[src/logic/scti_pkg.sv]
/*
 * Package for the smart-card timer and interrupt block: register offsets,
 * field positions, reset values and widths.
 * Assumes a 32-bit AHB-Lite register bus with one word per register.
 */
package scti_pkg;
	// ----------------------------------------------------------------
	// Register byte offsets
	// ----------------------------------------------------------------
	localparam logic [7:0] OFS_CONTROL = 8'h00;
	localparam logic [7:0] OFS_IRQ = 8'h04;
	localparam logic [7:0] OFS_GUARD = 8'h08;
	localparam logic [7:0] OFS_WAIT_LO = 8'h0c;
	localparam logic [7:0] OFS_WAIT_HI = 8'h10;
	localparam logic [7:0] OFS_STATUS = 8'h14;
	localparam logic [7:0] OFS_CLEAR = 8'h18;
	localparam logic [7:0] OFS_ETU_DIV = 8'h1c;
	// ----------------------------------------------------------------
	// Control register fields
	// ----------------------------------------------------------------
	localparam int CTL_CARD_EN = 0;
	localparam int CTL_PROTO = 1;
	localparam int CTL_LOGIC_CONVENTION_SELECT = 3;
	localparam int CTL_RPT_LO = 4;
	localparam int CTL_PORT_EN = 15;
	// ----------------------------------------------------------------
	// Interrupt register fields (flags high byte, enables low byte)
	// ----------------------------------------------------------------
	localparam int IRQ_GUARD_F = 8;
	localparam int IRQ_WAIT_F = 9;
	localparam int IRQ_RESEND_COUNT_SELECT_F = 12;
	localparam int IRQ_RXRPT_F = 13;
	localparam int IRQ_GUARD_E = 0;
	localparam int IRQ_WAIT_E = 1;
	localparam int IRQ_RESEND_COUNT_SELECT_E = 4;
	localparam int IRQ_RXRPT_E = 5;
	localparam int IRQ_PAR_E = 6;
	localparam logic [15:0] IRQ_RW_MASK = 16'h0073;
	// Status bit positions: 0 guard, 1 wait, 2 tx repeat, 3 rx repeat,
	// 4 parity
	localparam int NUM_EVENTS = 5;
	// ----------------------------------------------------------------
	// Widths and reset values
	// ----------------------------------------------------------------
	localparam int GUARD_W = 9;
	localparam int WAIT_W = 24;
	localparam int DIV_W = 16;
	localparam logic [15:0] ETU_DIV_RESET = 16'h0173;
	localparam logic [31:0] RESET_ZERO = 32'h0000_0000;
	localparam logic [1:0] HTRANS_NONSEQ = 2'h2;
endpackage : scti_pkg

[src/logic/scti_top.sv]
/*
 * Smart-card guard-time and waiting-time counters with their interrupt
 * flags, enables and an AHB-Lite register slave.
 * Assumes the UART core supplies one-cycle event pulses for line errors
 * and repeats, and that a single master drives the bus.
 */
// Our own choices: the register addresses and the AHB-Lite register port.
// Behaviour
// - Guard count holds nine writable bits; bits 15..9 read zero.
// - Waiting count low register holds bits 15..0, fully writable.
// - Waiting high register holds bits 23..16; upper byte reads zero.
// - Both counters step once per elementary time unit bit clock.
// - Registers exist only in the first two serial port instances.
// - Repeat flags and parity/repeat enables act only under T=0.
// - Two-bit resend field: codes 00..11 resend once to four times.
// - Card mode active only when card and port enables both set.
// - Convention select one means inverse, zero direct convention.
`timescale 1ns/1ps
module scti_top
	import scti_pkg::*;
#(
	parameter int INSTANCE = 0
)
(
	input wire logic I_REF_CLK,
	input wire logic I_RESET,
	input wire logic I_HSEL,
	input wire logic [31:0] I_HADDR,
	input wire logic [1:0] I_HTRANS,
	input wire logic I_HWRITE,
	input wire logic [2:0] I_HSIZE,
	input wire logic [31:0] I_HWDATA,
	input wire logic I_HREADY,
	input wire logic I_TX_ERROR,
	input wire logic I_RX_REPEAT,
	input wire logic I_PARITY_ERROR,
	output logic [31:0] O_HRDATA,
	output logic O_HREADYOUT,
	output logic O_HRESP,
	output logic O_CARD_ACTIVE,
	output logic O_PROTOCOL_T1,
	output logic O_INVERSE_LOGIC_CONVENTION_SELECT,
	output logic [2:0] O_RESEND_TIMES,
	output logic O_ETU_TICK,
	output logic O_IRQ
);
	import scti_pkg::*;

	// Registers live only in ports 0 and 1
	localparam bit PRESENT = (INSTANCE < 2);

	logic [15:0] ctl_q;
	logic [6:0] ien_q;
	logic [GUARD_W-1:0] guard_q;
	logic [WAIT_W-1:0] wait_q;
	logic [DIV_W-1:0] div_q;
	logic [DIV_W-1:0] div_cnt_q;
	logic [NUM_EVENTS-1:0] stat_q;
	logic [NUM_EVENTS-1:0] stat_d;
	logic wr_pend_q;
	logic [7:0] wr_addr_q;
	logic [31:0] rdata_q;

	// ----------------------------------------------------------------
	// Mode decode
	// ----------------------------------------------------------------
	wire card_active = PRESENT && ctl_q[CTL_CARD_EN]
		&& ctl_q[CTL_PORT_EN];
	wire proto_t1 = ctl_q[CTL_PROTO];
	wire t0_active = card_active && !proto_t1;
	wire [1:0] rpt_code = ctl_q[CTL_RPT_LO+1:CTL_RPT_LO];

	assign O_CARD_ACTIVE = card_active;
	assign O_PROTOCOL_T1 = proto_t1;
	assign O_INVERSE_LOGIC_CONVENTION_SELECT = ctl_q[CTL_LOGIC_CONVENTION_SELECT];
	assign O_RESEND_TIMES = {1'b0, rpt_code} + 3'h1;

	// ----------------------------------------------------------------
	// Bit clock divider
	// ----------------------------------------------------------------
	// One enable pulse per ETU; the counters never run on another clock
	wire etu_tick = card_active && (div_cnt_q == '0);
	assign O_ETU_TICK = etu_tick;

	always_ff @(posedge I_REF_CLK)
	begin
		if (I_RESET || !card_active || etu_tick)
			div_cnt_q <= div_q;
		else
			div_cnt_q <= div_cnt_q - 16'h0001;
	end

	// ----------------------------------------------------------------
	// Bus decode
	// ----------------------------------------------------------------
	wire addr_ph = I_HSEL && I_HREADY && (I_HTRANS == HTRANS_NONSEQ);
	wire rd_ph = addr_ph && !I_HWRITE;
	wire wr_ph = addr_ph && I_HWRITE;
	wire [7:0] a8 = I_HADDR[7:0];
	wire w_ctl = wr_pend_q && (wr_addr_q == OFS_CONTROL);
	wire w_irq = wr_pend_q && (wr_addr_q == OFS_IRQ);
	wire w_guard = wr_pend_q && (wr_addr_q == OFS_GUARD);
	wire w_wlo = wr_pend_q && (wr_addr_q == OFS_WAIT_LO);
	wire w_whi = wr_pend_q && (wr_addr_q == OFS_WAIT_HI);
	wire w_clr = wr_pend_q && (wr_addr_q == OFS_CLEAR);
	wire w_div = wr_pend_q && (wr_addr_q == OFS_ETU_DIV);

	assign O_HREADYOUT = 1'b1;
	assign O_HRESP = 1'b0;
	assign O_HRDATA = rdata_q;

	// Interrupt register view: flags high byte, enables low byte
	wire [15:0] irq_view = {2'b00, stat_q[3], stat_q[2], 2'b00,
		stat_q[1], stat_q[0], 1'b0, ien_q[6:4], 2'b00, ien_q[1:0]};

	function automatic logic [31:0] read_mux(input logic [7:0] a);
		logic [31:0] r;
		r = RESET_ZERO;
		if (PRESENT)
		begin
			unique case (a)
				OFS_CONTROL: r = {16'h0000, ctl_q};
				OFS_IRQ: r = {16'h0000, irq_view};
				OFS_GUARD: r = {23'h000000, guard_q};
				OFS_WAIT_LO: r = {16'h0000, wait_q[15:0]};
				OFS_WAIT_HI: r = {24'h000000, wait_q[23:16]};
				OFS_STATUS: r = {27'h0000000, stat_q};
				OFS_ETU_DIV: r = {16'h0000, div_q};
				default: r = RESET_ZERO;
			endcase
		end
		return r;
	endfunction : read_mux

	always_ff @(posedge I_REF_CLK)
	begin
		if (I_RESET)
		begin
			wr_pend_q <= 1'b0;
			wr_addr_q <= 8'h00;
			rdata_q <= RESET_ZERO;
		end
		else
		begin
			wr_pend_q <= wr_ph && PRESENT;
			wr_addr_q <= a8;
			rdata_q <= rd_ph ? read_mux(a8) : RESET_ZERO;
		end
	end

	// ----------------------------------------------------------------
	// Configuration registers
	// ----------------------------------------------------------------
	always_ff @(posedge I_REF_CLK)
	begin
		if (I_RESET)
		begin
			ctl_q <= 16'h0000;
			ien_q <= 7'h00;
			div_q <= ETU_DIV_RESET;
		end
		else
		begin
			if (w_ctl)
				ctl_q <= I_HWDATA[15:0] & 16'h803b;
			if (w_irq)
				ien_q <= I_HWDATA[6:0] & IRQ_RW_MASK[6:0];
			if (w_div)
				div_q <= I_HWDATA[15:0];
		end
	end

	// ----------------------------------------------------------------
	// Guard and waiting counters
	// ----------------------------------------------------------------
	// Counters load by write and count down to zero, then hold
	// A write in the tick cycle wins, so a reload never raises a flag
	wire guard_zero_ev = etu_tick && !w_guard
		&& (guard_q == 9'h001);
	wire wait_zero_ev = etu_tick && !w_wlo && !w_whi
		&& (wait_q == 24'h000001);

	always_ff @(posedge I_REF_CLK)
	begin
		if (I_RESET)
		begin
			guard_q <= '0;
			wait_q <= '0;
		end
		else
		begin
			if (w_guard)
				guard_q <= I_HWDATA[8:0];
			else if (etu_tick && guard_q != '0)
				guard_q <= guard_q - 9'h001;
			if (w_wlo)
				wait_q[15:0] <= I_HWDATA[15:0];
			if (w_whi)
				wait_q[23:16] <= I_HWDATA[7:0];
			if (!w_wlo && !w_whi && etu_tick && wait_q != '0)
				wait_q <= wait_q - 24'h000001;
		end
	end

	// ----------------------------------------------------------------
	// Sticky status, clear register and interrupt output
	// ----------------------------------------------------------------
	// Repeat and parity events are ignored under T=1
	wire [NUM_EVENTS-1:0] ev = {I_PARITY_ERROR && t0_active,
		I_RX_REPEAT && t0_active, I_TX_ERROR && t0_active,
		wait_zero_ev, guard_zero_ev};
	wire [NUM_EVENTS-1:0] clr = w_clr ? I_HWDATA[NUM_EVENTS-1:0] : '0;
	wire [NUM_EVENTS-1:0] en_v = {ien_q[6] && t0_active,
		ien_q[5] && t0_active, ien_q[4] && t0_active,
		ien_q[1], ien_q[0]};

	// A set arriving with its clear wins, so no event is lost
	always_comb
	begin
		stat_d = (stat_q & ~clr) | ev;
	end

	always_ff @(posedge I_REF_CLK)
	begin
		if (I_RESET)
			stat_q <= '0;
		else
			stat_q <= stat_d;
	end

	assign O_IRQ = |(stat_q & en_v);
endmodule : scti_top

[config.mk]
export PLATFORM = sky130hd
export DESIGN_NAME = scti_top
export DESIGN_NICKNAME = d
export VERILOG_FILES = /design/src/logic/scti_pkg.sv /design/src/logic/scti_top.sv
export SDC_FILE = /design/constraint.sdc
export NUM_CORES = 1
export LEC_CHECK = 0
export ABC_AREA = 0
export ABC_CLOCK_PERIOD_IN_PS = 7600
export BUFFER_PORTS_ARGS = -buffer_cell sky130_fd_sc_hd__buf_2
export CAP_MARGIN = 0
export CORE_UTILIZATION = 59
export CTS_CLUSTER_SIZE = 30
export DETAILED_ROUTE_END_ITERATION = 12
export PLACE_DENSITY = 0.95
export SLEW_MARGIN = 0
export SYNTH_ARGS = -nofsm -noshare
export SYNTH_HDL_FRONTEND = slang
export SYNTH_SLANG_ARGS = --single-unit
[constraint.sdc]
create_clock -name I_REF_CLK -period 7.6 [get_ports I_REF_CLK]
set_input_delay 1.14 -clock I_REF_CLK [delete_from_list [all_inputs] [get_ports I_REF_CLK]]
set_output_delay 1.14 -clock I_REF_CLK [all_outputs]
set_load 0.1 [all_outputs]
; ---- After elaboration in Yosys (flattened, before gate mapping)
; Index checks and enable logic that the tools add are counted.
[totals]
romBits = 0
n_memories = 0
ram_bits = 0
input_bits = 77
latch_bits = 0
output_inout_bits = 42
word_cells = 90
register_bits = 122
[op_classes]
bitwise = 5
n_addsub = 4
mul = 0
order_cmp = 0
reduce_logical = 47
mux = 8
shifts = 0
eq_ne = 15
n_div = 0
[op_table]
columns = op, n
row1 = $pmux W16 S7, 1
row2 = $eq A8 B5 Y1 const B, 6
row3 = $eq A8 B4 Y1 const B, 4
row4 = $mux W16, 2
row5 = $logic_and A1 B1 Y1, 29
row6 = $eq A24 B1 Y1 const B, 1
row7 = $mux W24, 1
row8 = $reduce_bool A24 Y1, 1
row9 = $sub A24 B1 Y24 const B, 1
row10 = $mux W9, 2
row11 = $eq A8 B3 Y1 const B, 2
row12 = $logic_not A16 Y1, 1
row13 = $logic_not A8 Y1, 2
row14 = $sub A16 B1 Y16 const B, 1
row15 = $and A5 B5 Y5, 2
row16 = $eq A9 B1 Y1 const B, 1
row17 = $reduce_bool A9 Y1, 1
row18 = $sub A9 B1 Y9 const B, 1
row19 = $mux W8, 1
row20 = $logic_not A1 Y1, 6
row21 = $reduce_bool A2 Y1, 3
row22 = $mux W5, 1
row23 = $not A5 Y5, 1
row24 = $or A5 B5 Y5, 1
row25 = other kinds (6), 7

; ---- Longest topological paths before layout
[depth]
ltp_word = 7
ltp_mapped = 9
depth_no_buf = 8

; ---- Least setup slack after synthesis
; OpenSTA, ideal clock, no wires.
[synth_timing]
path_kind = flip-flop to output port
startpoint = reg div_cnt_q[9]
endpoint = out O_ETU_TICK
required_ns = 6.460
t_arrival_ns = 2.111
path_slack_ns = 4.349
stages_incl_launch_ff = 6
n_path_buf = 1
path_cell_list = dfxtp_1 -> or4_4 -> or3_4 -> or3_2 -> inv_1 -> buf_4
[synth_via]
elab_chain_len = 2
[synth_lines]
columns = element, line_no
row1 = from (decl), scti_top.sv:57  ; logic [DIV_W-1:0] div_cnt_q;
row2 = from (signal assigned), scti_top.sv:88  ; div_cnt_q <= div_q;
row3 = from (signal assigned), scti_top.sv:90  ; div_cnt_q <= div_cnt_q - 16'h0001;
row4 = $logic_not A16 Y1, scti_top.sv:82  ; wire etu_tick = card_active && (div_cnt_q == '0);
row5 = $logic_and A1 B1 Y1, scti_top.sv:82
row6 = to (decl), scti_top.sv:44  ; output logic O_ETU_TICK,
; Every way passes these cells.

; ---- Final worst setup path
[layout_timing]
startpoint = reg ctl_q[15]
endpoint = out O_ETU_TICK
[layout_via]
elab_chain_len = 2
[layout_lines]
columns = element, line_no
row1 = from (decl), scti_top.sv:52  ; logic [15:0] ctl_q;
row2 = from (signal assigned), scti_top.sv:165  ; ctl_q <= I_HWDATA[15:0] & 16'h803b;
row3 = $logic_and A1 B1 Y1, scti_top.sv:68  ; && ctl_q[CTL_PORT_EN];
row4 = $logic_and A1 B1 Y1, scti_top.sv:82
; Every way passes these cells.

==> impl_results.md <==
- Ports: approximately 120
- Worst Tran Pin Value: 1050 ps
- Initial DRT Pass Iterations: 10
- Syn-to-layout area delta: 8.17%
- Commonest non-fill, non-tap cell in the layout: dfxtp_1
- WL/cell: 18.9 microns
- Avg Cell Area, Syn: between 8 and 9 sq um
- Post-Route Utilization: 0.662
- Worst hold stages: 2
- H-tree Lvls: 3
- Clock Sinks: around 110
- Buf+Inv Stages, Crit Path: 2
- Post-Synth Adder-Cell Area: 0.0186
- Antenna-violating nets left: 0
- WP data required: 6460 ps
- Crit start category: flop
- Yosys warning total: 0
- CTS tree: built
- Latest clock arrival within the worst-skew pair: between 300 and 400 ps
- Clock transition at path regs: approximately 110 ps
- Max-Cap Viols: 0
- Total gr overflow: 0
- TritonCTS Buffers: 9
- Hold Fails Final Rpt: 0
- Share of cells above drive strength 1: 0.133
- Maximum buffer depth of the clock tree: 2
- Post-route DRC: 6
- Buffers on Ports: 57
- Largest net degree at the start of global routing: 76
- Final net count: roughly 770
- Final Max Tran Viols: 0
- Crit-path slowest cell: or4b_2
- Core Area: 8810 sq um
- WP data arrival: roughly 3200 ps
- Root Driver: clkbuf_8
- Element type at the critical path end: output pin
- Register area: 2120 sq um
- First-pass GRT wire length: approximately 24 mm
- Cts hold-fix bufs: 0
- Mux cell area share after synthesis: 0.0566
- Setup slack after placement: between 3000 and 4000 ps
- GP Congestion: around 1.1
- Buffer count from post-CTS setup fixing: 0
- IR drop worst, VDD: 0.0000942 V
- CP Cell Sequence: nand2_1, or4b_2, or3_2, inv_1, buf_2
- Post-synthesis compound-gate area fraction: 0.135
- R2R Setup Slk: 4330 ps
- Gate count of the mapped netlist: roughly 660
- Die height: 97.6 microns
- Power, Total: about 0.001 W
- Initial core utilization: 0.612
- Resized Gates After CTS: 0
- Min cycle time layout: around 4300 ps
- Synth cell types: between 50 and 60
- Critical path class: reg2out
- Inst Count DP: between 700 and 800
- Tcrit/Tclk final: 0.570
- Number of global-route vias before repair: 4813
- Post-DP HPWL: roughly 11 mm
- Worst Skew: 17.1 ps
- Launch point of the worst path: ctl_q[15]
- Avg Vias per Cell: 6.46
- Reg2reg path depth: 6
- Mapped cell area: approximately 5400 sq um
- Routed wire length: 15.1 mm
- Final critical-path setup slack: roughly 3300 ps
- Commonest cells after routing, fill and taps aside: dfxtp_1 (106), nor2_1 (94), nand2_1 (62)
- Number of enable flip-flop cells after synthesis: 0
- Area of the die: about 9500 sq um
- WP depth: 5
- Seq/Total Area, Yosys: 0.394
- Max-slew headroom: 0.297
- Leak pwr: 2.22 nW
- Initial DRC count: roughly 550
- Initial antenna violation count: 0
- Outcome: finished with violations
- All-Layer GR Usage: 0.325
- Synth Area in Simple Gates: 0.285
- Vias: slightly above 5000
- Multi-input logic area: between 3000 and 4000 sq um
- RSZ-0062 raised after global routing: no
- Fin cells: 800
- Flops & latches, synth: ~110
- Crit path largest cell delay: 790 ps
- Critical Path Fanout Max: 11
- Die X: a little under 100 microns
- Fmax: roughly 230 MHz
- Fraction of registers with async set/reset: 0
- Xor/xnor share of the synthesized area: 0.0503
- Worst Setup EP: O_ETU_TICK
- Main flop type after synthesis: dfxtp_1
- Reg-to-reg critical path endpoint: wait_q[14]
- Filler Cells Inserted: slightly above 700
- # rows: 34
- FF-to-FF Start: ctl_q[15]
- Fin Setup TNS: 0 ps
- CP top delay family: simple AND/OR/NAND/NOR gates
- Largest family of logic cells by synthesized area: simple AND/OR/NAND/NOR gates
- Pwr dens: approximately 170 nW/um^2
- Hold crit path type: reg2reg
- # diodes: 0
- Final setup fails: 0
- Failing checks: DRC
## power breakdown
| part | internal (W) | switching (W) |
|---|---|---|
| clock | 0.000158 | 0.000213 |
| sequential | 0.000558 | 0.00000207 |
| combinational | 0.0000137 | 0.0000683 |
## routing by layer
metal / GRT usage / share of wire
met5: 0 / 0
met4: 0.176 / 0.046
met3: 0.0647 / 0.10
met1: 0.403 / 0.39
met2: 0.530 / 0.46
## final cells by class
cell class / count / share of cell area
Multi-Input combinational cell: 499 / 0.517
Sequential cell: 106 / 0.364
Timing Repair Buffer: 60 / 0.0528
Tap cell: 108 / 0.0232
Clock buffer: 9 / 0.0212
Clock inverter: 7 / 0.0150
Inverter: 11 / 0.00708
## cell families after synthesis
logic type      count (synthesis)
compound gates                111
xor+xnor                       31
fa+ha+maj                       8
buf+inv                        66
flops                         106
mux                            30
other cells                     2
simple gates                  301
## cell usage after synthesis (11+ instances only)
cell | instances | area [sq um]
mux2i_1 | 26 | 260
buf_4 | 19 | 143
a31oi_1 | 12 | 75.1
a211oi_1 | 23 | 173
or3_1 | 11 | 68.8
clkbuf_1 | 33 | 124
a21oi_1 | 39 | 195
nor2_1 | 94 | 353
nand3b_1 | 12 | 90.1
a22oi_1 | 11 | 82.6
nand2_1 | 62 | 233
nand4_1 | 12 | 75.1
nand3_1 | 20 | 100
nor3_1 | 31 | 155
dfxtp_1 | 106 | 2120
inv_1 | 11 | 41.3
xor2_1 | 21 | 184
## tightest hold or removal path, delay by kind of cell, from the launching register on
| kind | cells | cell delay [ps] |
|---|---|---|
| compound gates | 1 | 60 |
| flops | 1 | 340 |
| simple gates | 1 | 60 |
## per-stage QoR
| stage | instance area (sq um) | hold slack (ps) |
|---|---|---|
| floorplan | 5450 | 441 |
| global placement | 5620 | 457 |
| detailed placement | 5620 | 472 |
| CTS | 5830 | 487 |
| global route | 5830 | 516 |
| finish | 5830 | 490 |
## flip-flops by register name, summed over array words and instances, names as in the netlist
name       count
O_HRDATA      16
ctl_q          6
div_cnt_q     16
div_q         16
guard_q        9
ien_q          5
stat_q         5
wait_q        24
wr_addr_q      8
wr_pend_q      1
## worst min-delay path by stage
| stage | start | to | slack [ps] |
|---|---|---|---|
| floorplan | div_cnt_q[0] | div_cnt_q[0] | 440 |
| global placement | div_q[7] | div_q[7] | 460 |
| detailed placement | div_q[3] | div_q[3] | 470 |
| CTS | div_q[3] | div_q[3] | 490 |
| global route | div_q[7] | div_q[7] | 520 |
| finish | div_q[3] | div_q[3] | 490 |
No activity file was read; power rests on OpenSTA's default activity.
